### config.mk
export PLATFORM = sky130hd
export DESIGN_NAME = serial_control_status_port
export DESIGN_NICKNAME = d
export VERILOG_FILES = /design/src/verilog/scsp_pkg.sv /design/src/verilog/scsp_sync.sv /design/src/verilog/serial_control_status_port.sv
export SDC_FILE = /design/constraint.sdc
export NUM_CORES = 1
export LEC_CHECK = 0
export BUFFER_PORTS_ARGS = -buffer_cell sky130_fd_sc_hd__buf_4
export CAP_MARGIN = 20
export CORE_UTILIZATION = 40
export DETAILED_ROUTE_END_ITERATION = 10
export PLACE_DENSITY = 0.68
export SLEW_MARGIN = 20
export SYNTH_ARGS = -nofsm -noshare
export SYNTH_HDL_FRONTEND = slang
export SYNTH_SLANG_ARGS = --single-unit
### constraint.sdc
create_clock -name mclk_i -period 2.9 [get_ports mclk_i]
set_input_delay 0.435 -clock mclk_i [delete_from_list [all_inputs] [get_ports mclk_i]]
set_output_delay 0.435 -clock mclk_i [all_outputs]
set_load 0.05 [all_outputs]
### src/verilog/scsp_pkg.sv
// Purpose: Constants and carrier types of the serial control and status port.
// Assumes: A 16-bit command word in, a 16-bit status word out, LSB first.
// Notes: All timing derives from the host shift clock and select sampled on mclk_i.
// What this block does
// - Capture input bit on shift clock fall
// - Apply command only when select rises
// - Output high impedance while select high
// - Enable output driver when select falls
// - Change output only on select fall or shift clock rise
// - Send status LSB first, bit0 prewarning
// - Status word is sixteen bits wide
package scsp_pkg;
  // ==========================================================================
  // Word layout
  localparam int WORD_W = 16;
  localparam int CNT_W = 5;
  localparam int CLEAR_BIT = 0;
  localparam int PREWARN_BIT = 0;
  localparam logic [15:0] CMD_RESET = 16'h0000;
  localparam logic [15:0] SHIFT_RESET = 16'h0000;

  // ==========================================================================
  // Pin carrier after synchronisation
  typedef struct packed {
    logic sel_n;
    logic sclk;
    logic serial_in_pin;
  } link_pins_t;

  typedef struct packed {
    logic [15:0] shift_in;
    logic [15:0] shift_out;
    logic [15:0] command;
    logic [4:0] count;
    logic out_bit;
    logic out_en;
    logic cmd_strobe;
    link_pins_t prev;
  } port_state_t;
endpackage : scsp_pkg

### src/verilog/scsp_sync.sv
// Purpose: Two-stage synchroniser for the three host pins.
// Assumes: Pins are asynchronous to mclk_i.
// Notes: The first stage is read only by the second stage.
`timescale 1ns/10ps
`default_nettype none
module scsp_sync (
  input wire logic mclk_i,
  input wire logic rst_n_i,
  input wire scsp_pkg::link_pins_t pins_i,
  output scsp_pkg::link_pins_t pins_o
);
  typedef struct packed {
    scsp_pkg::link_pins_t meta;
    scsp_pkg::link_pins_t settled;
  } sync_state_t;

  sync_state_t s_q;
  sync_state_t s_d;

  // ==========================================================================
  // Stages
  always_comb begin
    s_d.meta = pins_i;
    s_d.settled = s_q.meta;
  end

  // Select resets high so that no frame is seen during reset.
  always_ff @(posedge mclk_i or negedge rst_n_i) begin
    if (!rst_n_i) begin
      s_q <= '{meta: '{sel_n: 1'b1, sclk: 1'b0, serial_in_pin: 1'b0},
               settled: '{sel_n: 1'b1, sclk: 1'b0, serial_in_pin: 1'b0}};
    end else begin
      s_q <= s_d;
    end
  end

  assign pins_o = s_q.settled;
endmodule // scsp_sync
`default_nettype wire

### src/verilog/serial_control_status_port.sv
// Purpose: Serial control and status port of a six-channel load driver.
// Assumes: Shift clock well below mclk_i/4; host idles the clock low.
// Notes: Edges are found on synchronised pins, so all actions lag by 3 cycles.
`timescale 1ns/10ps
`default_nettype none
module serial_control_status_port (
  input wire logic mclk_i,
  input wire logic rst_n_i,
  input wire logic sel_n_i,
  input wire logic sclk_i,
  input wire logic serial_in_pin_i,
  input wire logic [15:0] status_i,
  output logic serial_out_o,
  output logic serial_out_oe_o,
  output logic [15:0] command_o,
  output logic command_strobe_o,
  output logic status_clear_request_o
);
  scsp_pkg::link_pins_t pins;
  scsp_pkg::port_state_t s_q;
  scsp_pkg::port_state_t s_d;
  logic sel_fall;
  logic sel_rise;
  logic sclk_fall;
  logic sclk_rise;

  // ==========================================================================
  // Pin synchronisation
  scsp_sync u_sync (
    .mclk_i(mclk_i),
    .rst_n_i(rst_n_i),
    .pins_i('{sel_n: sel_n_i, sclk: sclk_i, serial_in_pin: serial_in_pin_i}),
    .pins_o(pins)
  );

  assign sel_fall = s_q.prev.sel_n && !pins.sel_n;
  assign sel_rise = !s_q.prev.sel_n && pins.sel_n;
  assign sclk_fall = s_q.prev.sclk && !pins.sclk && !pins.sel_n;
  assign sclk_rise = !s_q.prev.sclk && pins.sclk && !pins.sel_n;

  // ==========================================================================
  // Next state
  always_comb begin
    s_d = s_q;
    s_d.prev = pins;
    s_d.cmd_strobe = 1'b0;
    if (sel_fall) begin
      s_d.out_en = 1'b1;
      s_d.count = '0;
      // The snapshot keeps the word coherent while live status moves.
      s_d.shift_out = status_i;
      s_d.out_bit = status_i[scsp_pkg::PREWARN_BIT];
    end else if (sclk_rise && s_q.out_en) begin
      // First rise keeps bit 0; later rises advance one place.
      if (s_q.count != '0) begin
        s_d.shift_out = {1'b0, s_q.shift_out[15:1]};
        s_d.out_bit = s_q.shift_out[1];
      end
    end
    if (sclk_fall) begin
      // LSB arrives first, so bits enter at the top and move down.
      s_d.shift_in = {pins.serial_in_pin, s_q.shift_in[15:1]};
      if (s_q.count != 5'h1f) begin
        s_d.count = s_q.count + 5'h01;
      end
    end
    if (sel_rise) begin
      s_d.out_en = 1'b0;
      // A short or long frame would misalign the word, so it is dropped.
      if (s_q.count == 5'(scsp_pkg::WORD_W)) begin
        s_d.command = s_q.shift_in;
        s_d.cmd_strobe = 1'b1;
      end
    end
  end

  always_ff @(posedge mclk_i or negedge rst_n_i) begin
    if (!rst_n_i) begin
      s_q <= '{shift_in: scsp_pkg::SHIFT_RESET,
               shift_out: scsp_pkg::SHIFT_RESET,
               command: scsp_pkg::CMD_RESET, count: 5'h00, out_bit: 1'b0,
               out_en: 1'b0, cmd_strobe: 1'b0,
               prev: '{sel_n: 1'b1, sclk: 1'b0, serial_in_pin: 1'b0}};
    end else begin
      s_q <= s_d;
    end
  end

  assign serial_out_o = s_q.out_bit;
  assign serial_out_oe_o = s_q.out_en;
  assign command_o = s_q.command;
  assign command_strobe_o = s_q.cmd_strobe;
  assign status_clear_request_o =
    s_q.cmd_strobe && s_q.command[scsp_pkg::CLEAR_BIT];

  // ==========================================================================
  // Checks: output enable
  oe_off_high_a: assert property (
    @(posedge mclk_i) disable iff (!rst_n_i)
    sel_rise |=> !serial_out_oe_o)
    else $error("output enabled after select rose");

  oe_on_fall_a: assert property (
    @(posedge mclk_i) disable iff (!rst_n_i)
    sel_fall |=> serial_out_oe_o)
    else $error("output not enabled after select fell");

  oe_hold_a: assert property (
    @(posedge mclk_i) disable iff (!rst_n_i)
    (serial_out_oe_o && !sel_rise) |=> serial_out_oe_o)
    else $error("output enable dropped inside a frame");

  oe_idle_a: assert property (
    @(posedge mclk_i) disable iff (!rst_n_i)
    (!serial_out_oe_o && !sel_fall) |=> !serial_out_oe_o)
    else $error("output enabled outside a frame");

  // The raw pin is watched so that the synchroniser delay is bounded too.
  pin_fall_oe_a: assert property (
    @(posedge mclk_i) disable iff (!rst_n_i)
    $fell(sel_n_i) |-> ##[2:4] serial_out_oe_o)
    else $error("output enable late after select fell");

  pin_rise_oe_a: assert property (
    @(posedge mclk_i) disable iff (!rst_n_i)
    $rose(sel_n_i) |-> ##[2:4] !serial_out_oe_o)
    else $error("output enable still on after select rose");

  // ==========================================================================
  // Checks: serial output
  out_rise_only_a: assert property (
    @(posedge mclk_i) disable iff (!rst_n_i)
    (!sel_fall && !sclk_rise) |=> $stable(serial_out_o))
    else $error("serial output moved without a clock rise");

  out_idle_a: assert property (
    @(posedge mclk_i) disable iff (!rst_n_i)
    (!serial_out_oe_o && !sel_fall) |=> $stable(serial_out_o))
    else $error("serial output moved outside a frame");

  snap_load_a: assert property (
    @(posedge mclk_i) disable iff (!rst_n_i)
    sel_fall |=> serial_out_o == $past(status_i[0]))
    else $error("status bit 0 not presented at frame start");

  snap_word_a: assert property (
    @(posedge mclk_i) disable iff (!rst_n_i)
    sel_fall |=> s_q.shift_out == $past(status_i))
    else $error("status word not captured whole at frame start");

  snap_hold_a: assert property (
    @(posedge mclk_i) disable iff (!rst_n_i)
    (serial_out_oe_o && !sclk_rise && !sel_fall) |=> $stable(s_q.shift_out))
    else $error("status snapshot changed inside a frame");

  shift_lsb_a: assert property (
    @(posedge mclk_i) disable iff (!rst_n_i)
    (sclk_rise && s_q.out_en && s_q.count != 5'h00 && !sel_fall)
    |=> serial_out_o == $past(s_q.shift_out[1]))
    else $error("status not shifted LSB first");

  first_rise_a: assert property (
    @(posedge mclk_i) disable iff (!rst_n_i)
    (sclk_rise && s_q.out_en && s_q.count == 5'h00) |=> $stable(serial_out_o))
    else $error("status bit 0 lost at the first clock rise");

  // Bits past the sixteenth read as zero, never as stale status.
  zero_fill_a: assert property (
    @(posedge mclk_i) disable iff (!rst_n_i)
    (sclk_rise && s_q.out_en && s_q.count != 5'h00) |=> !s_q.shift_out[15])
    else $error("status shifter not filled with zero");

  // ==========================================================================
  // Checks: input and command
  cap_fall_a: assert property (
    @(posedge mclk_i) disable iff (!rst_n_i)
    sclk_fall |=> s_q.shift_in[15] == $past(pins.serial_in_pin))
    else $error("input bit not captured on clock fall");

  count_step_a: assert property (
    @(posedge mclk_i) disable iff (!rst_n_i)
    (sclk_fall && s_q.count != 5'h1f) |=> s_q.count == $past(s_q.count) + 5'h01)
    else $error("bit count did not advance on clock fall");

  in_static_rise_a: assert property (
    @(posedge mclk_i) disable iff (!rst_n_i)
    sclk_rise |=> $stable(s_q.shift_in))
    else $error("input shifted on a clock rise");

  idle_ignore_a: assert property (
    @(posedge mclk_i) disable iff (!rst_n_i)
    (pins.sel_n && s_q.prev.sel_n) |=> $stable(s_q.shift_in) &&
    $stable(s_q.count))
    else $error("input shifted while select was high");

  cmd_hold_a: assert property (
    @(posedge mclk_i) disable iff (!rst_n_i)
    !sel_rise |=> $stable(command_o))
    else $error("command changed outside select rise");

  cmd_apply_a: assert property (
    @(posedge mclk_i) disable iff (!rst_n_i)
    (sel_rise && s_q.count == 5'h10) |=> command_strobe_o &&
    command_o == $past(s_q.shift_in))
    else $error("command not applied at select rise");

  width_a: assert property (
    @(posedge mclk_i) disable iff (!rst_n_i)
    (sel_rise && s_q.count != 5'h10) |=> !command_strobe_o)
    else $error("command taken from a frame of wrong length");

  strobe_pulse_a: assert property (
    @(posedge mclk_i) disable iff (!rst_n_i)
    command_strobe_o |=> !command_strobe_o)
    else $error("command strobe longer than one cycle");

  strobe_cause_a: assert property (
    @(posedge mclk_i) disable iff (!rst_n_i)
    command_strobe_o |-> $past(sel_rise))
    else $error("command strobe without a select rise");

  cmd_quiet_a: assert property (
    @(posedge mclk_i) disable iff (!rst_n_i)
    !pins.sel_n |=> !command_strobe_o)
    else $error("command applied while bits were shifting");

  // ==========================================================================
  // Coverage
  frame_c: cover property (
    @(posedge mclk_i) disable iff (!rst_n_i)
    command_strobe_o);

  clear_c: cover property (
    @(posedge mclk_i) disable iff (!rst_n_i)
    status_clear_request_o);

  short_c: cover property (
    @(posedge mclk_i) disable iff (!rst_n_i)
    sel_rise && s_q.count != 5'h10);

  snap_c: cover property (
    @(posedge mclk_i) disable iff (!rst_n_i)
    sel_fall);

  shift_c: cover property (
    @(posedge mclk_i) disable iff (!rst_n_i)
    sclk_rise && s_q.out_en && s_q.count != 5'h00);
endmodule // serial_control_status_port
`default_nettype wire

After elaboration in Yosys (flattened, before gate mapping) --
Index checks and enable logic that the tools add are counted.
Storage, ports and cells: flip-flop bits (word level) 64, bits in latches 0, memory bits (writable) 0, ROM bits 0, output and inout port bits 20, memories 0
Operators by class: add/subtract/negate cells 1, $mul 0, div/mod/pow operators 0, $lt $le $gt $ge 0, equal/unequal tests 2, shift-type cells 0, muxes and demuxes 12, bitwise logic cells 0, reduce and logical (&&, ||, !) cells 18
Operators by type and width (count):
- two-way mux 16 bit | 3
- two-way mux 5 bit | 3
- logical AND 1 bit | 8
- nonzero test 2 bit | 3
- adder 5 x 1 -> 5 bit (second input constant) | 1
- equality test 5 bit (second input constant) | 1
- two-way mux 1 bit | 5
- inequality test 5 bit (second input constant) | 1
- nonzero test 5 bit | 1
- zero test 1 bit | 4
- AND reduction 2 bit | 2
- two-way mux 2 bit | 1

Logic depth before layout (Yosys ltp) --
depth in word-level cells 6, depth in mapped cells 7

Hierarchy --
A second synthesis with hierarchy kept.
Second synthesis, totals: cell total of the unflattened synthesis 206, area, all modules 2775.2 µm²
Modules (own cells, without submodules):
- serial_control_status_port | times used 1, cells an instance 200, area an instance 2622.5 µm²
- scsp_sync | times used 1, cells an instance 6, area an instance 152.6 µm²

Worst setup path after synthesis --
Ideal clock, no wire load.
path type reg2reg, start register s_q[6] in the netlist's numbering, end register s_q[8] in the netlist's numbering, library setup time 0.079 ns, data arrival time 1.967 ns, required time 2.821 ns, setup slack 0.853 ns, stages on the path, launching flop included 7, buffers on the path 0, clock period less this slack 2.047 ns, path through dfrtp_1 -> ha_1 -> and3_1 -> ha_1 -> nor4b_2 -> mux2_2 -> mux2i_1
RTL lines:
- start: declaration | RTL line serial_control_status_port.sv:20 | scsp_pkg::port_state_t s_q;
- start signal: assignment | RTL line serial_control_status_port.sv:79 | s_q <= '{shift_in: scsp_pkg::SHIFT_RESET,

==> results.py <==
metrics = {
    "run_status": {
        "status": "finished, final reports clean",
    },
    "die": {
        "io_pins": 41,
        "rows": 29,
        "fp.coreArea_um2": 6531,
        "die_w_um": 85.20,
        "initial_utilization_pct": 42.39,
        "fp.dieH_um": 85.20,
        "die-area_um2": 7259,
    },
    "drt": {
        "avgViaCountPerCell": 5.095,
        "wl_met1_um": 2243,
        "top_layer_used": "met4",
        "antenna_left": 0,
        "drtIter0Drc": 46,
        "vias": 1610,
        "met2WireLength_um": 2080,
        "wl_met3_um": 142,
        "wl_um": 4497,
        "drc": 0,
        "wl_per_cell_um": 14.23,
        "drtPass1Iterations": 4,
    },
    "sta": {
        "fin_hold_ws_ns": 0.1880,
        "setup_viol": 0,
        "rsz0062_at_grt": "no",
        "tightest_slew_ns": 0.7708,
        "fmax_mhz": 498.6,
        "hold_viol": 0,
        "min_period_over_period_pct": 69.17,
        "finalCriticalPeriod_ns": 2.006,
        "drv_slew": 0,
        "setup_tns_ns": 0,
        "skew_ns": 0.007402,
        "relSlewSlack_pct": 48.61,
    },
    "critical_path": {
        "critical_path_class": "flop to flop",
        "r2r_slack_ns": 0.89,
        "critPathMaxStageDelay_ns": 0.42,
        "cp_slowest_cell": "dfrtp_1",
        "crit_fanout": 10,
        "endpoint_kind": "flop",
        "reg2reg_from": "s_q[6]$_DFF_PN0_",
        "cp-start-kind": "flop",
        "worstPathRequired_ns": 3.15,
        "reg2reg_to": "s_q[8]$_DFF_PN0_",
        "reg2regPathDepth": 7,
        "path_cells": "ha_1 > and3_1 > ha_1 > nor4b_2 > buf_4 > mux2_2 > mux2i_1",
        "arrival_ns": 2.26,
        "path_common_cell": "ha_1",
    },
    "final_layout": {
        "fillers": 580,
        "syn_to_final_growth_pct": 17.31,
        "design_area_um2": 3248,
        "final_nets": 260,
        "drive_gt1_share_pct": 43.10,
        "final_common_cell": "dfrtp_1",
        "diodes": 0,
        "final_cell_mix": "dfrtp_1, buf_4, mux2_2",
    },
    "clock_network": {
        "root_buffer": "clkbuf_8",
        "ctsResizeCount": 0,
        "numCtsBuffers": 9,
        "insertion_delay_ns": 0.33,
        "cts_hold_buf": 0,
        "cts.reportedPaths.clkPinSlew_ns": 0.07,
        "clock-sinks": 63,
        "cts_tree": "done",
        "cts_setup_buffers": 0,
        "cts-htree-levels": 3,
        "clock_path_buffers": 2,
    },
    "synth": {
        "synth_xor_area_share_pct": 0,
        "ys_seq_elements": 63,
        "syn_inst": 204,
        "synth_area_um2": 2769,
        "ys_seq_area_share_pct": 57.07,
        "synth_top_family_by_area": "multiplexers",
        "synthArstFlopShare_pct": 100.0,
        "synth_cell_types": 31,
        "synth-compound-area-share_pct": 6.733,
        "syn_area_per_cell_um2": 13.57,
        "ys.flop_type": "dfrtp_1",
        "synth_adder_area_share_pct": 2.259,
        "synthSimpleGateAreaFrac_pct": 12.61,
        "synth-edff-count": 0,
        "yosysWarnings": 0,
        "synthMuxAreaShare_pct": 14.19,
        "syn-num-nets": 230,
    },
    "place": {
        "portBuffers": 40,
        "place_area_um2": 3024,
        "place_congestion": 0.7171,
        "dp_hpwl_um": 2840,
    },
    "power_and_ir_drop": {
        "p_comb_share_pct": 11.6,
        "sw_frac_of_total_pct": 24.24,
        "power.switching_mw": 0.5101,
        "peakVddDrop_mv": 0.2484,
        "p_per_area_nw_per_um2": 648.0,
        "seqPwrFrac_pct": 49.0,
        "clock_power_share_pct": 39.3,
        "cellLeakagePower_nw": 1.550,
        "p_int_mw": 1.595,
    },
    "grt": {
        "overflow": 0,
        "antenna_found_initial": 0,
        "grt_first_pass_wirelength_um": 7824,
        "track_usage_pct": 14.05,
        "grt_pass1_vias": 1663,
        "grt_max_degree": 64,
    },
    "hold_path": {
        "hp-class": "input port to async pin",
    },
    "flow_run": {
        "drv_cap": 0,
    },
}
-- synthesized netlist by cell type, types with 3 or more instances --
| cell type | n | area (µm²) |
|---|---|---|
| dfrtp_1 | 60 | 1501 |
| mux2_2 | 34 | 382.9 |
| buf_4 | 16 | 120.1 |
| nor3b_1 | 15 | 112.6 |
| a221o_1 | 14 | 140.1 |
| nor2b_1 | 14 | 87.58 |
| nand2_1 | 6 | 22.52 |
| buf_2 | 5 | 25.02 |
| ha_1 | 5 | 62.56 |
| inv_1 | 5 | 18.77 |
| o21ai_0 | 4 | 20.02 |
| dfstp_2 | 3 | 78.83 |
-- power by group through the flow --
stage,registers (mW),clock network [mW],logic [mW]
floorplan,1.04,0,0.160
global route,1.04,0.898,0.272
finish,1.03,0.828,0.245
CTS,1.03,0.855,0.249
detailed placement,1.05,0,0.248
global placement,1.04,0,0.241
-- routing by layer --
| layer | vias up | track usage [%] |
|---|---|---|
| met4 | 0 | 6.934 |
| met1 | 800 | 19.10 |
| met2 | 34 | 21.04 |
| met3 | 3 | 3.502 |
| met5 | - | 0 |
| li1 | 773 | - |
-- state kept, by name (all words and copies together), names as in the netlist --
name and cells:
serial_out_oe_o 1, command_strobe_o 1, command_o 16, s_q 39, u_sync.pins_o 3, u_sync.s_d 3
-- how the worst max path moves through the flow --
stage | to | slack, ns | cells past startpoint | from
2_1_floorplan | s_q[8]$_DFF_PN0_ | 0.85 | 6 | s_q[6]$_DFF_PN0_
3_3_place_gp | s_q[37]$_DFFE_PN0P_ | 0.79 | 4 | s_q[2]$_DFF_PN1_
5_1_grt | s_q[8]$_DFF_PN0_ | 0.78 | 7 | s_q[6]$_DFF_PN0_
6_report | s_q[8]$_DFF_PN0_ | 0.89 | 7 | s_q[6]$_DFF_PN0_
4_1_cts | s_q[35]$_DFFE_PN0P_ | 0.74 | 4 | s_q[2]$_DFF_PN1_
3_5_place_dp | s_q[40]$_DFFE_PN0P_ | 0.77 | 4 | s_q[2]$_DFF_PN1_
-- layout make-up --
cell class | count | area [µm²] | area share (%)
Clock buffer | 9 | 123.9 | 3.814
Clock inverter | 7 | 97.59 | 3.005
Inverter | 5 | 18.77 | 0.5778
Multi-Input combinational cell | 110 | 993.5 | 30.59
Sequential cell | 63 | 1580 | 48.65
Tap cell | 77 | 96.34 | 2.966
Timing Repair Buffer | 45 | 337.8 | 10.40
-- stage by stage --
| stage | power [mW] | instances | util, % | setup slack [ns] |
|---|---|---|---|---|
| 2_1_floorplan | 1.203 | 204 | - | 0.8532 |
| 3_3_place_gp | 1.286 | 300 | 46.30 | 0.7899 |
| 3_5_place_dp | 1.295 | 300 | 46.30 | 0.7664 |
| 4_1_cts | 2.136 | 316 | 49.69 | 0.7353 |
| 5_1_grt | 2.214 | 316 | 49.73 | 0.7827 |
| 6_report | 2.105 | 316 | 49.73 | 0.8942 |
-- logic make-up (layout without fill, tap and decap cells) --
| family | count (synthesis) | count (layout) |
|---|---|---|
| adders and majority gates | 5 | 5 |
| DFF | 63 | 63 |
| buffers and inverters | 31 | 66 |
| AOI/OAI and AO/OA | 21 | 21 |
| muxes | 35 | 35 |
| and+or+nand+nor | 49 | 49 |
-- worst max-delay path: cells and delay by family (launching register included) --
family                     cells  cell delay, ns
DFF                            1            0.42
muxes                          2            0.47
and+or+nand+nor                2            0.41
adders and majority gates      2            0.43
buffers and inverters          1            0.20
(Power assumes the default switching activity.)
